<file path="config.mk">
export PLATFORM = sky130hd
export DESIGN_NAME = ufc_flow_ctrl
export DESIGN_NICKNAME = d
export VERILOG_FILES = /design/src/hw/ufc_pkg.sv /design/src/hw/ufc_flow_ctrl.sv /design/src/hw/ufc_seq_match.sv
export SDC_FILE = /design/constraint.sdc
export NUM_CORES = 1
export LEC_CHECK = 0
export BUFFER_PORTS_ARGS = -buffer_cell sky130_fd_sc_hd__buf_4
export CORE_MARGIN = 4
export CORE_UTILIZATION = 45
export DETAILED_ROUTE_END_ITERATION = 12
export PLACE_DENSITY_LB_ADDON = 0.15
export SLEW_MARGIN = 20
export SYNTH_ARGS = -nofsm -noshare
export SYNTH_HDL_FRONTEND = slang
export SYNTH_SLANG_ARGS = --single-unit
</file>
<file path="constraint.sdc">
create_clock -name clk -period 4.4 [get_ports clk]
set_clock_uncertainty 0.2 [all_clocks]
set_input_delay 0.44 -clock clk [delete_from_list [all_inputs] [get_ports clk]]
set_output_delay 0.44 -clock clk [all_outputs]
set_load 0.01 [all_outputs]
</file>
<file path="src/hw/ufc_pkg.sv">
package ufc_pkg;

    localparam int unsigned AW = 4;
    localparam int unsigned DW = 8;
    localparam int unsigned LW = 7;

    // Register offsets
    localparam logic [3:0] A_FTR = 4'h0;
    localparam logic [3:0] A_IEN = 4'h1;
    localparam logic [3:0] A_SRC = 4'h2;
    localparam logic [3:0] A_LNC = 4'h3;
    localparam logic [3:0] A_MCR = 4'h4;
    localparam logic [3:0] A_XON1 = 4'h5;
    localparam logic [3:0] A_XON2 = 4'h6;
    localparam logic [3:0] A_XOFF1 = 4'h7;
    localparam logic [3:0] A_XOFF2 = 4'h8;
    localparam logic [3:0] A_TRIG = 4'h9;
    localparam logic [3:0] A_DLVL = 4'hA;
    localparam logic [3:0] A_HYST = 4'hB;
    localparam logic [3:0] A_STAT = 4'hC;

    // Field positions
    localparam int unsigned FTR_CTS = 7;
    localparam int unsigned FTR_RTS = 6;
    localparam int unsigned FTR_SPC = 5;
    localparam int unsigned FTR_ENH = 4;
    localparam int unsigned FTR_TXM = 2;
    localparam int unsigned FTR_RXM = 0;
    localparam int unsigned IEN_RX = 0;
    localparam int unsigned IEN_SLEEP = 4;
    localparam int unsigned IEN_XOFF = 5;
    localparam int unsigned IEN_RTS = 6;
    localparam int unsigned IEN_CTS = 7;
    localparam int unsigned SRC_NONE = 0;
    localparam int unsigned SRC_RX = 2;
    localparam int unsigned SRC_FC = 4;
    localparam int unsigned SRC_MODEM = 5;
    localparam int unsigned MCR_RTS = 1;
    localparam int unsigned TRIG_SEL = 0;
    localparam int unsigned TRIG_TAB = 2;

    // Reset values
    localparam logic [7:0] REG_RST = 8'h00;
    localparam logic [6:0] DLVL_RST = 7'h20;
    localparam logic [6:0] HYST_RST = 7'h04;

    // Flow-character modes (both directions)
    localparam logic [1:0] FC_OFF = 2'h0;
    localparam logic [1:0] FC_SET1 = 2'h1;
    localparam logic [1:0] FC_SET2 = 2'h2;
    localparam logic [1:0] FC_PAIR = 2'h3;

    localparam logic [1:0] TAB_PROG = 2'h3;
    localparam logic [6:0] FIFO_DEPTH = 7'h40;
    localparam logic [1:0] XOFF_DELAY_CHARS = 2'h2;

    // Fixed trigger tables A, B, C; entry 0 lowest
    localparam logic [6:0] TRIG_LEVELS [3][4] = '{
        '{7'h08, 7'h10, 7'h38, 7'h3C},
        '{7'h08, 7'h10, 7'h18, 7'h1C},
        '{7'h08, 7'h10, 7'h20, 7'h38}
    };

    typedef enum logic [1:0] {SND_IDLE, SND_DELAY, SND_XOFF, SND_XON} ufc_send_e;

    function automatic logic [7:0] ufc_mask(input logic [1:0] wl);
        logic [7:0] m;
        m = 8'hFF;
        unique case (wl)
            2'h0: m = 8'h1F;
            2'h1: m = 8'h3F;
            2'h2: m = 8'h7F;
            2'h3: m = 8'hFF;
        endcase
        return m;
    endfunction

    function automatic logic ufc_eq(input logic [7:0] a, input logic [7:0] b,
                                    input logic [7:0] m);
        return ((a ^ b) & m) == 8'h00;
    endfunction

endpackage

</file>
<file path="src/hw/ufc_flow_ctrl.sv">
`timescale 1ns/1ps
// Summary of operation
// - Raise receive interrupt once receive fill reaches the trigger level.
// - Keep RTS asserted until fill reaches the upper hysteresis limit.
// - Reassert RTS once fill is drained to the lower hysteresis limit.
// - Keep storing received characters while RTS is deasserted, until full.
// - Automatic RTS starts only after RTS was asserted via modem control.
// - Fixed tables: limits are the next higher and next lower table levels.
// - Enhanced feature bit 7 enables automatic CTS flow control.
// - CTS drop sets source bit 5 when CTS interrupt is enabled.
// - On CTS drop finish current character then pause; resume on CTS.
// - Match received Xoff character(s); halt transmit after current character.
// - Xoff match with enable bit 5 sets flag and interrupt.
// - After Xoff, an Xon match resumes transmit and clears source bit 4.
// - Reset clears all Xon and Xoff character registers to zero.
// - Double mode compares two consecutive characters with Xon/Xoff pairs.
// - Consumed flow characters never reach the receive FIFO.
// - Send Xoff two character times after fill crosses the trigger.
// - Send Xon when fill falls to the lower hysteresis limit.
// - Enhanced bit 5 compares each character with Xoff2, still storing it.
// - Special character match sets source bit 4.
// - Comparisons use only the word length bits from line control.
// - Register bit 0 matches the received character's least significant bit.
// - Two partial sleep states: UART stopped, or charge pump stopped.
// - Enhanced feature bit 6 enables automatic RTS flow control.
module ufc_flow_ctrl
    import ufc_pkg::*;
(
    // Clock and reset
    input wire logic clk,
    input wire logic sys_rst,
    // Register port
    input wire logic [AW-1:0] reg_addr,
    input wire logic [DW-1:0] reg_wdata,
    input wire logic reg_wr,
    input wire logic reg_rd,
    output logic [DW-1:0] reg_rdata,
    // Receiver side
    input wire logic rx_valid,
    input wire logic [7:0] rx_data,
    input wire logic [LW-1:0] rx_level,
    output logic fifo_wr,
    output logic [7:0] fifo_wdata,
    // Transmitter side
    input wire logic char_tick,
    input wire logic tx_fc_ack,
    output logic tx_pause,
    output logic tx_fc_valid,
    output logic [7:0] tx_fc_data,
    // Modem pins
    input wire logic cts_n,
    output logic rts_n,
    // Power management
    input wire logic line_idle,
    input wire logic pump_autosleep_pin,
    output logic uart_sleep,
    output logic pump_off,
    // Interrupt
    output logic irq
);

    logic [7:0] enhanced_feature_reg;
    logic [7:0] interrupt_enable_reg;
    logic [7:0] line_control_reg;
    logic [7:0] mcr;
    logic [7:0] xon1, xon2, xoff1, xoff2;
    logic [7:0] trig_cfg;
    logic [6:0] prog_level, prog_hyst;

    logic cts_s1, cts_s2, cts_d;
    logic pin_s1, pin_s2;
    logic rts_run, flag_fc, flag_modem, tx_halt, sent_xoff, above_d;
    logic held_valid, late_valid;
    logic [7:0] held_data, late_data;
    logic [1:0] tick_cnt;
    logic second_due;
    ufc_send_e state;

    logic [6:0] trig_level, upper, lower;
    logic [7:0] mask;
    logic [7:0] prog_sum;
    logic rx_en, pair, rx_int, int_pend, cts_drop, rts_rise, spc_hit;
    logic isr_rd;
    logic [7:0] on_c1, on_c2, off_c1, off_c2;
    logic on_full, on_part, on_brk, off_full, off_part, off_brk;
    logic any_full, any_part;
    logic [1:0] rx_mode, tx_mode, tab, sel;

    assign rx_mode = enhanced_feature_reg[FTR_RXM +: 2];
    assign tx_mode = enhanced_feature_reg[FTR_TXM +: 2];
    assign tab = trig_cfg[TRIG_TAB +: 2];
    assign sel = trig_cfg[TRIG_SEL +: 2];
    assign mask = ufc_mask(line_control_reg[1:0]);
    assign isr_rd = reg_rd && reg_addr == A_SRC;
    assign prog_sum = {1'b0, prog_level} + {1'b0, prog_hyst};

    // Hysteresis limits
    always_comb begin
        if (tab == TAB_PROG) begin
            trig_level = prog_level;
            upper = (prog_sum > {1'b0, FIFO_DEPTH}) ? FIFO_DEPTH : prog_sum[6:0];
            lower = (prog_level > prog_hyst) ? prog_level - prog_hyst : 7'h00;
        end else begin
            trig_level = TRIG_LEVELS[tab][sel];
            upper = (sel == 2'h3) ? FIFO_DEPTH : TRIG_LEVELS[tab][sel + 2'h1];
            lower = (sel == 2'h0) ? 7'h00 : TRIG_LEVELS[tab][sel - 2'h1];
        end
    end

    // Characters picked by mode; pair mode uses set 1 then set 2
    assign rx_en = rx_mode != FC_OFF;
    assign pair = rx_mode == FC_PAIR;
    assign on_c1 = (rx_mode == FC_SET2) ? xon2 : xon1;
    assign on_c2 = xon2;
    assign off_c1 = (rx_mode == FC_SET2) ? xoff2 : xoff1;
    assign off_c2 = xoff2;

    ufc_seq_match u_xon (
        .clk(clk),
        .sys_rst(sys_rst),
        .chr_valid(rx_valid && rx_en),
        .chr(rx_data),
        .mask(mask),
        .pair(pair),
        .c1(on_c1),
        .c2(on_c2),
        .full(on_full),
        .partial(on_part),
        .broken(on_brk)
    );

    ufc_seq_match u_xoff (
        .clk(clk),
        .sys_rst(sys_rst),
        .chr_valid(rx_valid && rx_en),
        .chr(rx_data),
        .mask(mask),
        .pair(pair),
        .c1(off_c1),
        .c2(off_c2),
        .full(off_full),
        .partial(off_part),
        .broken(off_brk)
    );

    assign any_full = on_full || off_full;
    assign any_part = on_part || off_part;
    assign spc_hit = rx_valid && enhanced_feature_reg[FTR_SPC]
        && ufc_eq(rx_data, xoff2, mask);
    assign rx_int = interrupt_enable_reg[IEN_RX] && rx_level >= trig_level;
    assign int_pend = rx_int || flag_fc || flag_modem;
    assign cts_drop = cts_s2 && !cts_d;
    assign rts_rise = rts_run && !rts_n && rts_upper_hit();

    function automatic logic rts_upper_hit();
        return rx_level >= upper;
    endfunction

    // Register writes
    always_ff @(posedge clk or posedge sys_rst) begin
        if (sys_rst) begin
            enhanced_feature_reg <= REG_RST;
            interrupt_enable_reg <= REG_RST;
            line_control_reg <= REG_RST;
            mcr <= REG_RST;
            xon1 <= REG_RST;
            xon2 <= REG_RST;
            xoff1 <= REG_RST;
            xoff2 <= REG_RST;
            trig_cfg <= REG_RST;
            prog_level <= DLVL_RST;
            prog_hyst <= HYST_RST;
        end else if (reg_wr) begin
            unique case (reg_addr)
                A_FTR: enhanced_feature_reg <= reg_wdata;
                A_IEN: begin
                    // Upper enables are locked until the enhanced bit is set
                    interrupt_enable_reg[3:0] <= reg_wdata[3:0];
                    if (enhanced_feature_reg[FTR_ENH]) begin
                        interrupt_enable_reg[7:4] <= reg_wdata[7:4];
                    end
                end
                A_LNC: line_control_reg <= reg_wdata;
                A_MCR: mcr <= reg_wdata;
                A_XON1: xon1 <= reg_wdata;
                A_XON2: xon2 <= reg_wdata;
                A_XOFF1: xoff1 <= reg_wdata;
                A_XOFF2: xoff2 <= reg_wdata;
                A_TRIG: trig_cfg <= reg_wdata;
                A_DLVL: prog_level <= reg_wdata[6:0];
                A_HYST: prog_hyst <= reg_wdata[6:0];
                default: ;
            endcase
        end
    end

    // Register reads, data in the following cycle
    always_ff @(posedge clk or posedge sys_rst) begin
        if (sys_rst) begin
            reg_rdata <= 8'h00;
        end else if (reg_rd) begin
            unique case (reg_addr)
                A_FTR: reg_rdata <= enhanced_feature_reg;
                A_IEN: reg_rdata <= interrupt_enable_reg;
                A_SRC: reg_rdata <= {2'h0, flag_modem, flag_fc, 1'h0, rx_int, 1'h0, !int_pend};
                A_LNC: reg_rdata <= line_control_reg;
                A_MCR: reg_rdata <= mcr;
                A_XON1: reg_rdata <= xon1;
                A_XON2: reg_rdata <= xon2;
                A_XOFF1: reg_rdata <= xoff1;
                A_XOFF2: reg_rdata <= xoff2;
                A_TRIG: reg_rdata <= trig_cfg;
                A_DLVL: reg_rdata <= {1'h0, prog_level};
                A_HYST: reg_rdata <= {1'h0, prog_hyst};
                A_STAT: reg_rdata <= {1'h0, pump_off, uart_sleep, sent_xoff, tx_halt,
                    rts_run, !rts_n, !cts_s2};
                default: reg_rdata <= 8'h00;
            endcase
        end else begin
            reg_rdata <= 8'h00;
        end
    end

    // Pin synchronisers
    always_ff @(posedge clk or posedge sys_rst) begin
        if (sys_rst) begin
            cts_s1 <= 1'b1;
            cts_s2 <= 1'b1;
            cts_d <= 1'b1;
            pin_s1 <= 1'b0;
            pin_s2 <= 1'b0;
        end else begin
            cts_s1 <= cts_n;
            cts_s2 <= cts_s1;
            cts_d <= cts_s2;
            pin_s1 <= pump_autosleep_pin;
            pin_s2 <= pin_s1;
        end
    end

    // Automatic RTS
    always_ff @(posedge clk or posedge sys_rst) begin
        if (sys_rst) begin
            rts_run <= 1'b0;
            rts_n <= 1'b1;
        end else if (!enhanced_feature_reg[FTR_RTS] || !mcr[MCR_RTS]) begin
            rts_run <= 1'b0;
            rts_n <= !mcr[MCR_RTS];
        end else if (!rts_run) begin
            rts_run <= 1'b1;
            rts_n <= 1'b0;
        end else if (rx_level >= upper) begin
            rts_n <= 1'b1;
        end else if (rx_level <= lower) begin
            rts_n <= 1'b0;
        end
    end

    // Receive path; flow characters are withheld or dropped
    always_ff @(posedge clk or posedge sys_rst) begin
        if (sys_rst) begin
            fifo_wr <= 1'b0;
            fifo_wdata <= 8'h00;
            held_valid <= 1'b0;
            held_data <= 8'h00;
            late_valid <= 1'b0;
            late_data <= 8'h00;
        end else begin
            fifo_wr <= 1'b0;
            if (late_valid) begin
                fifo_wr <= 1'b1;
                fifo_wdata <= late_data;
                late_valid <= 1'b0;
            end
            if (rx_valid) begin
                held_valid <= any_part;
                held_data <= rx_data;
                if (held_valid && !any_full) begin
                    // Broken pair: held first character goes in now, the second one late unless it starts a new pair
                    fifo_wr <= 1'b1;
                    fifo_wdata <= held_data;
                    if (!any_part) begin
                        late_valid <= 1'b1;
                        late_data <= rx_data;
                    end
                end else if (!any_full && !any_part) begin
                    fifo_wr <= 1'b1;
                    fifo_wdata <= rx_data;
                end
            end
        end
    end

    // Received Xoff / Xon and interrupt flags; set wins over clear
    always_ff @(posedge clk or posedge sys_rst) begin
        if (sys_rst) begin
            tx_halt <= 1'b0;
            flag_fc <= 1'b0;
            flag_modem <= 1'b0;
        end else begin
            if (off_full) begin
                tx_halt <= 1'b1;
            end else if (on_full) begin
                tx_halt <= 1'b0;
            end
            if ((off_full && interrupt_enable_reg[IEN_XOFF]) || spc_hit) begin
                flag_fc <= 1'b1;
            end else if (on_full || isr_rd) begin
                flag_fc <= 1'b0;
            end
            if (cts_drop && interrupt_enable_reg[IEN_CTS]) begin
                flag_modem <= 1'b1;
            end else if (rts_rise && interrupt_enable_reg[IEN_RTS]) begin
                flag_modem <= 1'b1;
            end else if (isr_rd) begin
                flag_modem <= 1'b0;
            end
        end
    end

    // Transmitter only samples pause between characters
    always_ff @(posedge clk or posedge sys_rst) begin
        if (sys_rst) begin
            tx_pause <= 1'b0;
        end else begin
            tx_pause <= (enhanced_feature_reg[FTR_CTS] && cts_s2) || tx_halt;
        end
    end

    // Outgoing Xoff / Xon sequencer
    always_ff @(posedge clk or posedge sys_rst) begin
        if (sys_rst) begin
            state <= SND_IDLE;
            tick_cnt <= 2'h0;
            sent_xoff <= 1'b0;
            above_d <= 1'b0;
            second_due <= 1'b0;
            tx_fc_valid <= 1'b0;
            tx_fc_data <= 8'h00;
        end else begin
            above_d <= rx_level >= trig_level;
            unique case (state)
                SND_IDLE: begin
                    if (tx_mode == FC_OFF) begin
                        sent_xoff <= 1'b0;
                    end else if (!sent_xoff && rx_level >= trig_level && !above_d) begin
                        state <= SND_DELAY;
                        tick_cnt <= 2'h0;
                    end else if (sent_xoff && rx_level <= lower) begin
                        state <= SND_XON;
                        tx_fc_valid <= 1'b1;
                        tx_fc_data <= (tx_mode == FC_SET2) ? xon2 : xon1;
                        second_due <= tx_mode == FC_PAIR;
                    end
                end
                SND_DELAY: begin
                    if (char_tick) begin
                        tick_cnt <= tick_cnt + 2'h1;
                        if (tick_cnt == XOFF_DELAY_CHARS - 2'h1) begin
                            state <= SND_XOFF;
                            tx_fc_valid <= 1'b1;
                            tx_fc_data <= (tx_mode == FC_SET2) ? xoff2 : xoff1;
                            second_due <= tx_mode == FC_PAIR;
                        end
                    end
                end
                SND_XOFF, SND_XON: begin
                    if (tx_fc_ack) begin
                        if (second_due) begin
                            second_due <= 1'b0;
                            tx_fc_data <= (state == SND_XOFF) ? xoff2 : xon2;
                        end else begin
                            tx_fc_valid <= 1'b0;
                            sent_xoff <= state == SND_XOFF;
                            state <= SND_IDLE;
                        end
                    end
                end
            endcase
        end
    end

    // Sleep states and interrupt output
    always_ff @(posedge clk or posedge sys_rst) begin
        if (sys_rst) begin
            uart_sleep <= 1'b0;
            pump_off <= 1'b0;
            irq <= 1'b0;
        end else begin
            uart_sleep <= interrupt_enable_reg[IEN_SLEEP] && !int_pend && line_idle;
            pump_off <= pin_s2 && line_idle;
            irq <= int_pend;
        end
    end

endmodule

</file>
<file path="src/hw/ufc_seq_match.sv">
`timescale 1ns/1ps
module ufc_seq_match
    import ufc_pkg::*;
(
    // Clock and reset
    input wire logic clk,
    input wire logic sys_rst,
    // Received character
    input wire logic chr_valid,
    input wire logic [7:0] chr,
    input wire logic [7:0] mask,
    // Pattern
    input wire logic pair,
    input wire logic [7:0] c1,
    input wire logic [7:0] c2,
    // Result, same cycle as chr_valid
    output logic full,
    output logic partial,
    output logic broken
);

    logic first_seen;

    always_comb begin
        full = 1'b0;
        partial = 1'b0;
        broken = 1'b0;
        if (chr_valid) begin
            if (!pair) begin
                full = ufc_eq(chr, c1, mask);
            end else if (first_seen) begin
                full = ufc_eq(chr, c2, mask);
                broken = !full;
            end else begin
                partial = ufc_eq(chr, c1, mask);
            end
        end
    end

    // A broken pair does not restart on the same character
    always_ff @(posedge clk or posedge sys_rst) begin
        if (sys_rst) begin
            first_seen <= 1'b0;
        end else if (chr_valid) begin
            first_seen <= partial;
        end
    end

endmodule

</file>
# Word level (Yosys, flattened, before mapping)
# Cells that the tools add are included.
# totals
output_inout_bits	31
inputBits	37
wordCells	280
reg_bits	153
# op_classes
reduce_logical	73
bitwise	13
n_addsub	5
n_eq_ne	37
magnitude_cmp	9
mux	101
# op_table
operator	count
$mux 8	17
$pmux 8 s13	1
$mux 7	13
$bmux 28 s2	1
$mux 28	2
$mux 1	47
$bmux 7 s2	3
$and 8x8->8	4
$logic_not 8->1	4
$pmux 8 s4	1
$xor 8x8->8	4
$pmux 8 s3	1
$reduce_and 2->1	11
$eq 2x2->1 const B	10
$eq 4x4->1 const B	5
$logic_and 1x1->1	20
$mux 2	10
$ne 2x2->1 const B	10
$eq 4x3->1 const B	4
$ge 7x7->1	2
$reduce_and 7->1	2
$ge 3x3->1 const B	4
$not 2->3	4
$reduce_and 6->1	2
26 further kinds	56

# Depth between registers and ports, before layout
# Gate-level depths: netlist (run 1).
# depth
ltp_word	15
mapped_depth	19
depth_no_buf	19

# Modules after synthesis
# A second synthesis (run 1) with hierarchy kept.
# hier_totals
cells_unflattened	922
area_unflattened_um2	9614.2
# by_module_without_submodules
mod	seq_area_each_um2	cells_per_inst	area_each_um2	instances
ufc_flow_ctrl	3786.1	850	9043.7	1
ufc_seq_match	25.0	36	285.3	2

# Worst setup path before layout (run 1)
# Ideal clock, no wire load.
# synth_path
path_type	flip-flop to flip-flop
startpoint	reg prog_hyst[2]
endpoint	reg tx_fc_data[0]
path_slack_ns	0.011
path_buffers	0
path_stages_with_launch	19
t_arrival_ns	4.064
period_less_slack_ns	4.389
t_required_ns	4.075
setup_ns	0.125
path_cell_list	dfstp_2 > inv_1 > ha_1 > inv_1 > o21bai_1 > a21o_1 > a21o_1 > a211oi_1 > nor3_1 > nand2_1 > ha_1 > nor2b_1 > o21a_1 > o21a_1 > o31ai_1 > a211o_1 > nand2_1 > a21oi_1 > mux2_2
# synth_via
elab_chain_len	7
elab_cells_between_ends	8
cone_classes	add/sub: 1; order compare: 2; eq/ne: 1; mux: 2; reduce/logical: 2
# synth_lines
item	line	rtl
start: declaration	ufc_flow_ctrl.sv:68	logic [6:0] prog_level, prog_hyst;
start signal: assignment	ufc_flow_ctrl.sv:191	A_HYST: prog_hyst <= reg_wdata[6:0];
$sub 7x7->7 / $gt 7x7->1 (equally long branches)	ufc_flow_ctrl.sv:102	lower = (prog_level > prog_hyst) ? prog_level - prog_hyst : 7'h00;
$mux 7 *	ufc_flow_ctrl.sv:102	
$mux 7 *	ufc_flow_ctrl.sv:99	if (tab == TAB_PROG) begin
$le 7x7->1 *	ufc_flow_ctrl.sv:349	end else if (sent_xoff && rx_level <= lower) begin
$logic_and 1x1->1 *	ufc_flow_ctrl.sv:349	
$ne 2x2->1 (no source line) *	-	
$reduce_and 7->1 (no source line) *	-	
end signal: assignment	ufc_flow_ctrl.sv:352	tx_fc_data <= (tx_mode == FC_SET2) ? xon2 : xon1;
end signal: assignment	ufc_flow_ctrl.sv:362	tx_fc_data <= (tx_mode == FC_SET2) ? xoff2 : xoff1;
end signal: assignment	ufc_flow_ctrl.sv:371	tx_fc_data <= (state == SND_XOFF) ? xoff2 : xon2;
end: declaration	ufc_flow_ctrl.sv:49	output logic [7:0] tx_fc_data,
# Mark *: on every way between the ends. The rest lies on a longest branch, timed or not.
# A chain may end at the register's enable or synchronous reset.

# Worst setup path after layout (run 1)
# layout_path
startpoint	reg prog_hyst[2]
endpoint	reg tx_fc_data[5]
# Same word-level chain as after synthesis.

==> results of run 1 <==
placed cells by master, fill, tap and decap left out, types with 12 or more instances in the layout:
cell type	instances
clkbuf_16	17
dfrtp_1	147
buf_4	89
mux2_2	94
ha_1	36
nor2b_1	12
o221ai_1	14
a21oi_1	51
nand3_1	25
nor2_1	44
nand2_1	82
mux2i_1	30
xor2_1	27
nand2b_1	14
o21ai_0	32
nor3_1	19
a21o_1	12
inv_1	33
power breakdown:
part	total, mW	switching [mW]	internal (mW)
sequential	2.10	0.379	1.72
combinational	1.93	1.01	0.925
clock	1.60	0.595	1.00
total	5.63	1.98	3.65
metrics by stage:
step                      area, sq um  utilization  power [mW]
after CTS                       10500        0.533        5.55
final                           10600        0.539        5.63
after detailed placement         9820        0.500        3.93
after global placement           9820        0.500        3.91
after floorplan                  9090            -        3.29
after global routing            10600        0.539        5.95
synth_stat cells (4+ instances only):
cell,count
inv_1,37
a21o_1,12
nand3_1,25
o211ai_1,5
a21oi_1,57
mux2_4,8
and2_1,5
dfstp_2,6
mux2_2,94
xor2_1,27
buf_1,10
nor3b_1,4
nor3_1,20
a22o_1,5
a22oi_1,10
dfrtp_1,147
a221oi_1,4
nand2_1,83
o221ai_1,15
o22ai_1,6
o21a_1,7
clkbuf_1,41
nor2_1,44
xnor2_1,11
ha_1,38
o21ai_0,32
nand2b_1,14
nand3b_1,4
nor2b_1,13
a211oi_1,5
o31ai_1,8
nand4_1,4
a31oi_1,5
mux2i_1,30
cells by family (layout without fill, tap and decap cells):
family,count (synthesis),count (layout)
fa+ha+maj,40,40
mux,133,133
xor+xnor,38,38
compound gates,204,204
buf+inv,96,161
flops,153,153
simple gates,233,233
per-layer routing:
metal	part of all wire	wire length, um	track usage
met1	0.46	12300	0.362
met2	0.44	11700	0.351
met3	0.080	2110	0.0563
met4	0.015	389	0.0471
met5	0	0	0
final cells by class:
type,count,area (sq um)
fillers,1754,9050
multi-input cells,648,4940
flip-flops and latches,153,3840
repair buffers,93,719
clock buffers,19,433
well taps,265,332
clock inverters,12,199
inverters,37,143
repair_timing:
| action | CTS | global route |
|---|---|---|
| hold buffers | 2 | 0 |
| pin swaps | 1 | 10 |
| buffers inserted | 0 | 3 |
| endpoints found under the setup margin | 8 | 10 |
| resized for setup | 2 | 21 |
| hold endpoints to repair | 2 | 0 |
critical path, cell delays in order (launching register included):
cell	delay, ps
dfstp_2	540
inv_1	70
ha_4	220
inv_2	60
o21bai_1	100
a21o_1	190
a21o_1	210
a211oi_4	270
nor3_4	80
buf_4	170
a21oi_1	130
ha_1	270
and4_1	240
o21a_1	110
o31ai_2	220
buf_4	190
a211o_1	170
nand2_2	80
a21oi_2	130
buf_6	160
mux2_2	340
final timing paths:
kind / from / end / slack, ps
hold / removal: sys_rst / irq / 30
max in group asynchronous: sys_rst / enhanced_feature_reg[6] / 3310
setup reg to reg: prog_hyst[2] / tx_fc_data[5] / 120
hold reg to reg: pin_s1 / pin_s2 / 150
setup / recovery: prog_hyst[2] / tx_fc_data[5] / 120
min in group clk: line_idle / pump_off / 40
==> flow_summary.yaml, run 1 <==
global_routing:
  grt_start_max_net_pins: 154
  grt_pass1_vias: 6860
  grt_usage: 0.239
  grt_pass1_wl_um: 41100
  antenna_found_initial: 0
  overflow: 0
pwr:
  peakVddDrop_v: 0.000278
  powerDensity_mw_per_mm2: 531
  leakagePower_nw: 4.71
synth:
  synthFlopType: "dfrtp_1"
  synth_top_area_frac: 0.405
  yosysWarnings: 0
  synth_nets: 974
  synth.largest_area_cell: "dfrtp_1"
  syn_inst: 897
  avgSynthCellArea_sq_um: 10.1
  synthAdderAreaFrac: 0.0567
  postSynthRegisterBits: 153
  synth_simple_gate_area_frac: 0.122
  synth-edff-count: 0
  synth.distinct_cells: 68
  synth_compound_gate_area_share: 0.151
  synthTopCellsByArea: "dfrtp_1, mux2_2, ha_1"
  synth_top_family_by_area: "multiplexers"
  seq_area_frac_synth: 0.422
  netlist_area_sq_mm: 0.00909
  synthMuxAreaShare: 0.165
  async_reset_ff_frac: 1.00
  synth_xor_area_frac: 0.0366
sta:
  rsz0062_at_grt: "yes"
  finalCritPeriodShare: 0.972
  setup-tns-final_ps: 0
  period_minus_slack_ps: 4280
  holdWs_ps: 26.9
  hold_violations: 0
  slew_viol_final: 0
  worstMarginPinSlew_ps: 972
  setup_slack_ps: 122
  finalSetupViolCount: 0
  fmax_ghz: 0.234
  slew_headroom: 0.350
routing:
  drt_iter0_drc: 765
  vias: 7254
  ant_nets: 0
  firstDrtPassIters: 8
  drt_wl_total_um: 26400
  avgViaCountPerCell: 5.91
  drc: 0
  avgRoutedWirePerCell_um: 21.5
floorplanning:
  dieArea_sq_mm: 0.0225
  die_x_um: 150
  start_util: 0.463
  fp-row-count: 51
  die_height_um: 150
  io_pins: 68
  core_area_sq_mm: 0.0197
worst_setup_path:
  critPathLaunchType: "flip-flop"
  critPathArrivalTime_ps: 4380
  crit_type: "reg2reg"
  path_max_fanout: 8
  r2r_cells: 20
  end_kind: "flip-flop"
  crit_required_ps: 4500
final_layout:
  layout-drive-gt1-share: 0.271
  area_growth_pct: 16.6
  antennaDiodeCount: 0
  instances_no_fill: 1227
  nets: 1027
placement:
  io_buffers: 67
  dpl.hpwl_um: 19000
  place_ws_ps: -172
  gp_congestion: 0.919
  dp.cells: 1191
worst_hold_path:
  hold_path_class: "in2async"
clock_network:
  clock_latency_ps: 420
  h-tree-depth: 4
  cts.path.max_buffers: 2
  cts_root_buf: "clkbuf_16"
  numCtsBuffers: 17
  cts_sinks: 153
  cts.reportedPaths.clkPinSlew_ps: 60
  cts_tree: "yes"
run_status:
  status: "finished clean"
flow_run:
  cap_violations: 0
Note: power is estimated with default switching activity, not from simulation.
==> run 2: changes to the inputs <==
--- a/config.mk
+++ b/config.mk
@@ -6,11 +6,14 @@
 export NUM_CORES = 1
 export LEC_CHECK = 0
 export BUFFER_PORTS_ARGS = -buffer_cell sky130_fd_sc_hd__buf_4
+export CELL_PAD_IN_SITES_DETAIL_PLACEMENT = 1
+export CELL_PAD_IN_SITES_GLOBAL_PLACEMENT = 1
 export CORE_MARGIN = 4
-export CORE_UTILIZATION = 45
+export CORE_UTILIZATION = 44
 export DETAILED_ROUTE_END_ITERATION = 12
 export PLACE_DENSITY_LB_ADDON = 0.15
 export SLEW_MARGIN = 20
 export SYNTH_ARGS = -nofsm -noshare
 export SYNTH_HDL_FRONTEND = slang
+export SYNTH_HIERARCHICAL = 1
 export SYNTH_SLANG_ARGS = --single-unit
==> run 2 against run 1 <==
First-iteration DRC count is 20% lower. Flip-flop and latch count unchanged. Critical endpoint is now tx_fc_data[6]. Critical path depth fell by 5. Core utilization shrank 1.6 points. Highest routed layer unchanged. Setup slack gained 260 ps. Global-route usage rose by 2.1 points. Combinational power is 18% higher. Total power is 6.2% higher. Sequential power up 4%. Clock power is 5% lower.
==> flow_summary.yaml, run 2 <==
placement:
  dp.cells: 1249
  placed_cell_area_sq_mm: 0.0105
  gp_congestion: 0.935
  dpl.hpwl_um: 22300
  place_ws_ps: 462
  io_buffers: 67
synth:
  avgSynthCellArea_sq_um: 10.4
  syn_inst: 920
  yosysWarnings: 6
  netlist_area_sq_mm: 0.00960
worst_setup_path:
  worst_path_max_delay_cell: "dfstp_2"
  regToRegSetupSlack_ps: 380
  critPathMaxStageDelay_ps: 550
  path_depth: 15
  critPathTopFamily: "compound AO/OA/AOI/OAI gates"
  end_kind: "flip-flop"
  path_max_fanout: 8
  critPathLaunch: "prog_hyst[2]"
  path_buf_inv: 3
  crit_type: "reg2reg"
  r2r-end: "tx_fc_data[6]"
  r2r_cells: 15
  crit_required_ps: 4540
  critPathLaunchType: "flip-flop"
  crit_path_end: "tx_fc_data[6]"
  rr_startpoint: "prog_hyst[2]"
  critPathArrivalTime_ps: 4160
  path_cells: "inv_1 > ha_1 > o21a_1 > o31a_1 > o21bai_1 > a31oi_1 > o21ai_0 > ha_1 > and4_1 > a21boi_2 > o32ai_2 > buf_4 > o31ai_4 > buf_4 > mux2i_1"
global_routing:
  grt_usage: 0.260
  grt_start_max_net_pins: 152
  grt_pass1_wl_um: 48500
  antenna_found_initial: 0
  grt_pass1_vias: 8094
  overflow: 0
sta:
  setup_slack_ps: 380
  finalSetupViolCount: 0
  hold_violations: 0
  finalCritPeriodShare: 0.914
  rsz0062_at_grt: "no"
  slew_headroom: 0.439
  worstMarginPinSlew_ps: 841
  setup-tns-final_ps: 0
  slew_viol_final: 0
  period_minus_slack_ps: 4020
  fmax_ghz: 0.249
pwr:
  powerDensity_mw_per_mm2: 539
  peakVddDrop_v: 0.000249
  leakagePower_nw: 4.84
final_layout:
  ff_latch_area_sq_mm: 0.00384
  layout-drive-gt1-share: 0.266
  fin_util: 0.523
  mostFrequentLayoutCells: "dfrtp_1, mux2_2, buf_4, nand2_1, nor2_1"
  nets: 1073
  instances_no_fill: 1284
  area_growth_pct: 15.6
  multi_input_area_sq_mm: 0.00546
  final_area_sq_mm: 0.0111
  antennaDiodeCount: 0
  fillerInstances: 2355
  layout_commonest_cell: "dfrtp_1"
clock_network:
  h-tree-depth: 4
  cts_sinks: 153
  cts.reportedPaths.clkPinSlew_ps: 70
  cts_root_buf: "clkbuf_16"
  post_cts_resized: 0
  cts_tree: "yes"
  clock_latency_ps: 440
  numCtsBuffers: 17
  cts.path.max_buffers: 2
floorplanning:
  start_util: 0.452
  io_pins: 68
  die_height_um: 156
  core_area_sq_mm: 0.0212
  dieArea_sq_mm: 0.0242
  fp-row-count: 53
  die_x_um: 156
routing:
  drt_iter0_drc: 612
  avgViaCountPerCell: 6.09
  vias: 7825
  firstDrtPassIters: 5
  drc: 0
  drt_wl_total_um: 30800
  avgRoutedWirePerCell_um: 24.0
  ant_nets: 0
flow_run:
  cap_violations: 0
run_status:
  status: "finished clean"
worst_hold_path:
  hold_path_class: "in2reg"
==> run 2: metal layers <==
layer | up-vias | wire [um] | track usage
met1 | 4031 | 13900 | 0.367
met4 | 0 | 497 | 0.0513
met2 | 235 | 14800 | 0.428
li1 | 3520 | - | -
met5 | - | 0 | 0
met3 | 39 | 1540 | 0.0413
==> run 2: cell type report <==
type,count,share of cell area
multi-input combinational,695,0.492
sequential,153,0.346
clock inverter,14,0.0152
timing repair buffer,90,0.0627
inverter,39,0.0135
tap,275,0.0310
clock buffer,18,0.0396
==> run 2: how the worst min path moves through the flow <==
stage / from / endpoint / slack, ps / cells past startpoint
3_5_place_dp: sys_rst / u_xoff/first_seen / 120 / 2
6_report: line_idle / pump_off / 20 / 2
2_1_floorplan: sys_rst / u_xoff/first_seen / -30 / 1
3_3_place_gp: sys_rst / u_xon/first_seen / 110 / 2
5_1_grt: line_idle / pump_off / 40 / 2
4_1_cts: line_idle / pump_off / 10 / 2
==> run 2: what timing repair did <==
item,in CTS,in global routing
hold endpoints to repair,4,0
hold buffers,3,0
buffers inserted,0,0
==> run 2: power breakdown <==
group,total [mW],switching (mW),internal [mW]
Combinational,2.27,1.20,1.07
Clock,1.52,0.691,0.831
Sequential,2.19,0.445,1.74
==> run 2: through the flow <==
step                hold slack [ps]  power, mW
finish                         21.8       5.98
global route                   36.2       6.35
CTS                            14.6       6.00
detailed placement              117       4.44
global placement                114       4.36
floorplan                     -31.3       3.64
==> run 3: changes to the inputs <==
--- a/config.mk
+++ b/config.mk
@@ -11,7 +11,8 @@
 export CORE_MARGIN = 4
 export CORE_UTILIZATION = 44
 export DETAILED_ROUTE_END_ITERATION = 12
-export PLACE_DENSITY_LB_ADDON = 0.15
+export MAX_ROUTING_LAYER = met4
+export PLACE_DENSITY = 0.74
 export SLEW_MARGIN = 20
 export SYNTH_ARGS = -nofsm -noshare
 export SYNTH_HDL_FRONTEND = slang
==> run 3 against run 2 <==
Cell area rose by 0.15%. Routed wire length rose by 1.7%. Count of clock-buffer cells in the layout rose by 1. Via count grew 1.2%. Largest cell class unchanged.
==> flow_summary.yaml, run 3 (same netlist as run 2, synthesis figures left out) <==
final_layout:
  fin_util: 0.524
  nets: 1079
  final_area_sq_mm: 0.0111
  instances_no_fill: 1289
  layout-drive-gt1-share: 0.267
  layout_commonest_cell: "dfrtp_1"
  mostFrequentLayoutCells: "dfrtp_1, mux2_2, buf_4, nand2_1, nor2_1"
  fillerInstances: 2316
  antennaDiodeCount: 0
  area_growth_pct: 15.8
sta:
  setup-tns-final_ps: 0
  period_minus_slack_ps: 4150
  rsz0062_at_grt: "no"
  hold_violations: 0
  slew_viol_final: 0
  finalCritPeriodShare: 0.944
  slew_headroom: 0.429
  setup_slack_ps: 245
  fmax_ghz: 0.241
  worstMarginPinSlew_ps: 856
  holdWs_ps: 25.4
  finalSetupViolCount: 0
global_routing:
  overflow: 0
  grt_pass1_vias: 8365
  grt_start_max_net_pins: 152
  grt_usage: 0.272
  antenna_found_initial: 0
  grt_pass1_wl_um: 49400
worst_setup_path:
  critPathArrivalTime_ps: 4260
  r2r_cells: 12
  crit_type: "reg2reg"
  r2r-end: "flag_modem"
  cp_common_cell: "ha_1"
  critPathLaunchType: "flip-flop"
  critPathTopFamily: "compound AO/OA/AOI/OAI gates"
  path_buf_inv: 1
  rr_startpoint: "prog_hyst[2]"
  regToRegSetupSlack_ps: 250
  worst_path_max_delay_cell: "dfstp_2"
  path_max_fanout: 8
  crit_required_ps: 4510
  critPathMaxStageDelay_ps: 540
  path_cells: "inv_1 > ha_1 > nor2b_1 > a211o_1 > or4b_4 > a21oi_4 > a21oi_1 > ha_1 > a2111o_1 > a31oi_1 > nor4_1 > a221o_1"
  end_kind: "flip-flop"
  path_depth: 12
clock_network:
  cts_tree: "yes"
  cts.reportedPaths.clkPinSlew_ps: 60
  postCtsSetupBuffers: 0
  numCtsBuffers: 17
  clock_latency_ps: 430
  h-tree-depth: 4
  cts_sinks: 153
  cts_root_buf: "clkbuf_16"
  cts.path.max_buffers: 2
routing:
  drc: 0
  ant_nets: 0
  drt_iter0_drc: 528
  drt_wl_total_um: 31300
  avgViaCountPerCell: 6.14
  avgRoutedWirePerCell_um: 24.3
  firstDrtPassIters: 5
  vias: 7920
floorplanning:
  io_pins: 68
  dieArea_sq_mm: 0.0242
  die_height_um: 156
  core_area_sq_mm: 0.0212
  fp-row-count: 53
  start_util: 0.452
  die_x_um: 156
run_status:
  status: "finished clean"
pwr:
  leakagePower_nw: 4.84
  finalPower_mw: 5.96
  powerDensity_mw_per_mm2: 536
  peakVddDrop_v: 0.000283
placement:
  io_buffers: 67
  gp_congestion: 0.916
  dp.cells: 1255
  placed_cell_area_sq_mm: 0.0105
  place_ws_ps: 169
  dpl.hpwl_um: 22600
flow_run:
  cap_violations: 0
worst_hold_path:
  hold_depth: 2
  hp-start: "line_idle"
  hold_end: "pump_off"
  hold_path_class: "in2reg"
-- run 3: cell type report --
type	count	area (sq um)	share of cell area
repair buffers	96	741	0.0666
clock inverters	12	143	0.0128
inverters	39	150	0.0135
clock buffers	19	433	0.0390
multi-input cells	695	5470	0.492
well taps	275	344	0.0310
flip-flops and latches	153	3840	0.345
-- run 3: per-layer routing --
metal  global-route usage  share of wire
met1                0.358           0.44
met2                0.424           0.47
met3               0.0472          0.060
met4                0.100          0.033
met5                    -              0
-- run 3: how the worst max path moves through the flow --
stage            startpoint       endpoint  slack [ps]
6_report       prog_hyst[2]     flag_modem         250
5_1_grt        prog_hyst[2]     flag_modem          60
4_1_cts        prog_hyst[2]  tx_fc_data[6]         160
3_5_place_dp   prog_hyst[2]  tx_fc_data[1]         170
3_3_place_gp   prog_hyst[2]  tx_fc_data[6]         330
2_1_floorplan  prog_hyst[2]  tx_fc_data[7]         670
-- run 3: power by group --
| group | leakage [nW] | total [mW] | switching [mW] | internal (mW) |
|---|---|---|---|---|
| logic | 2.68 | 2.33 | 1.23 | 1.10 |
| registers | 1.88 | 2.16 | 0.410 | 1.75 |
| clock network | 0.272 | 1.48 | 0.636 | 0.842 |
| total | 4.84 | 5.96 | 2.28 | 3.68 |
-- run 3: repair_timing --
item / CTS / global route
endpoints found under the hold margin: 4 / 0
hold buffers: 3 / 0
endpoints found under the setup margin: 0 / 8
gates resized for setup: 0 / 1
-- run 3: worst register-to-register path, stage by stage, from the launching register on --
cell	delay (ps)
dfstp_2	540
inv_1	50
ha_1	460
nor2b_1	310
a211o_1	160
or4b_4	500
a21oi_4	190
a21oi_1	100
ha_1	300
a2111o_1	410
a31oi_1	390
nor4_1	140
a221o_1	290
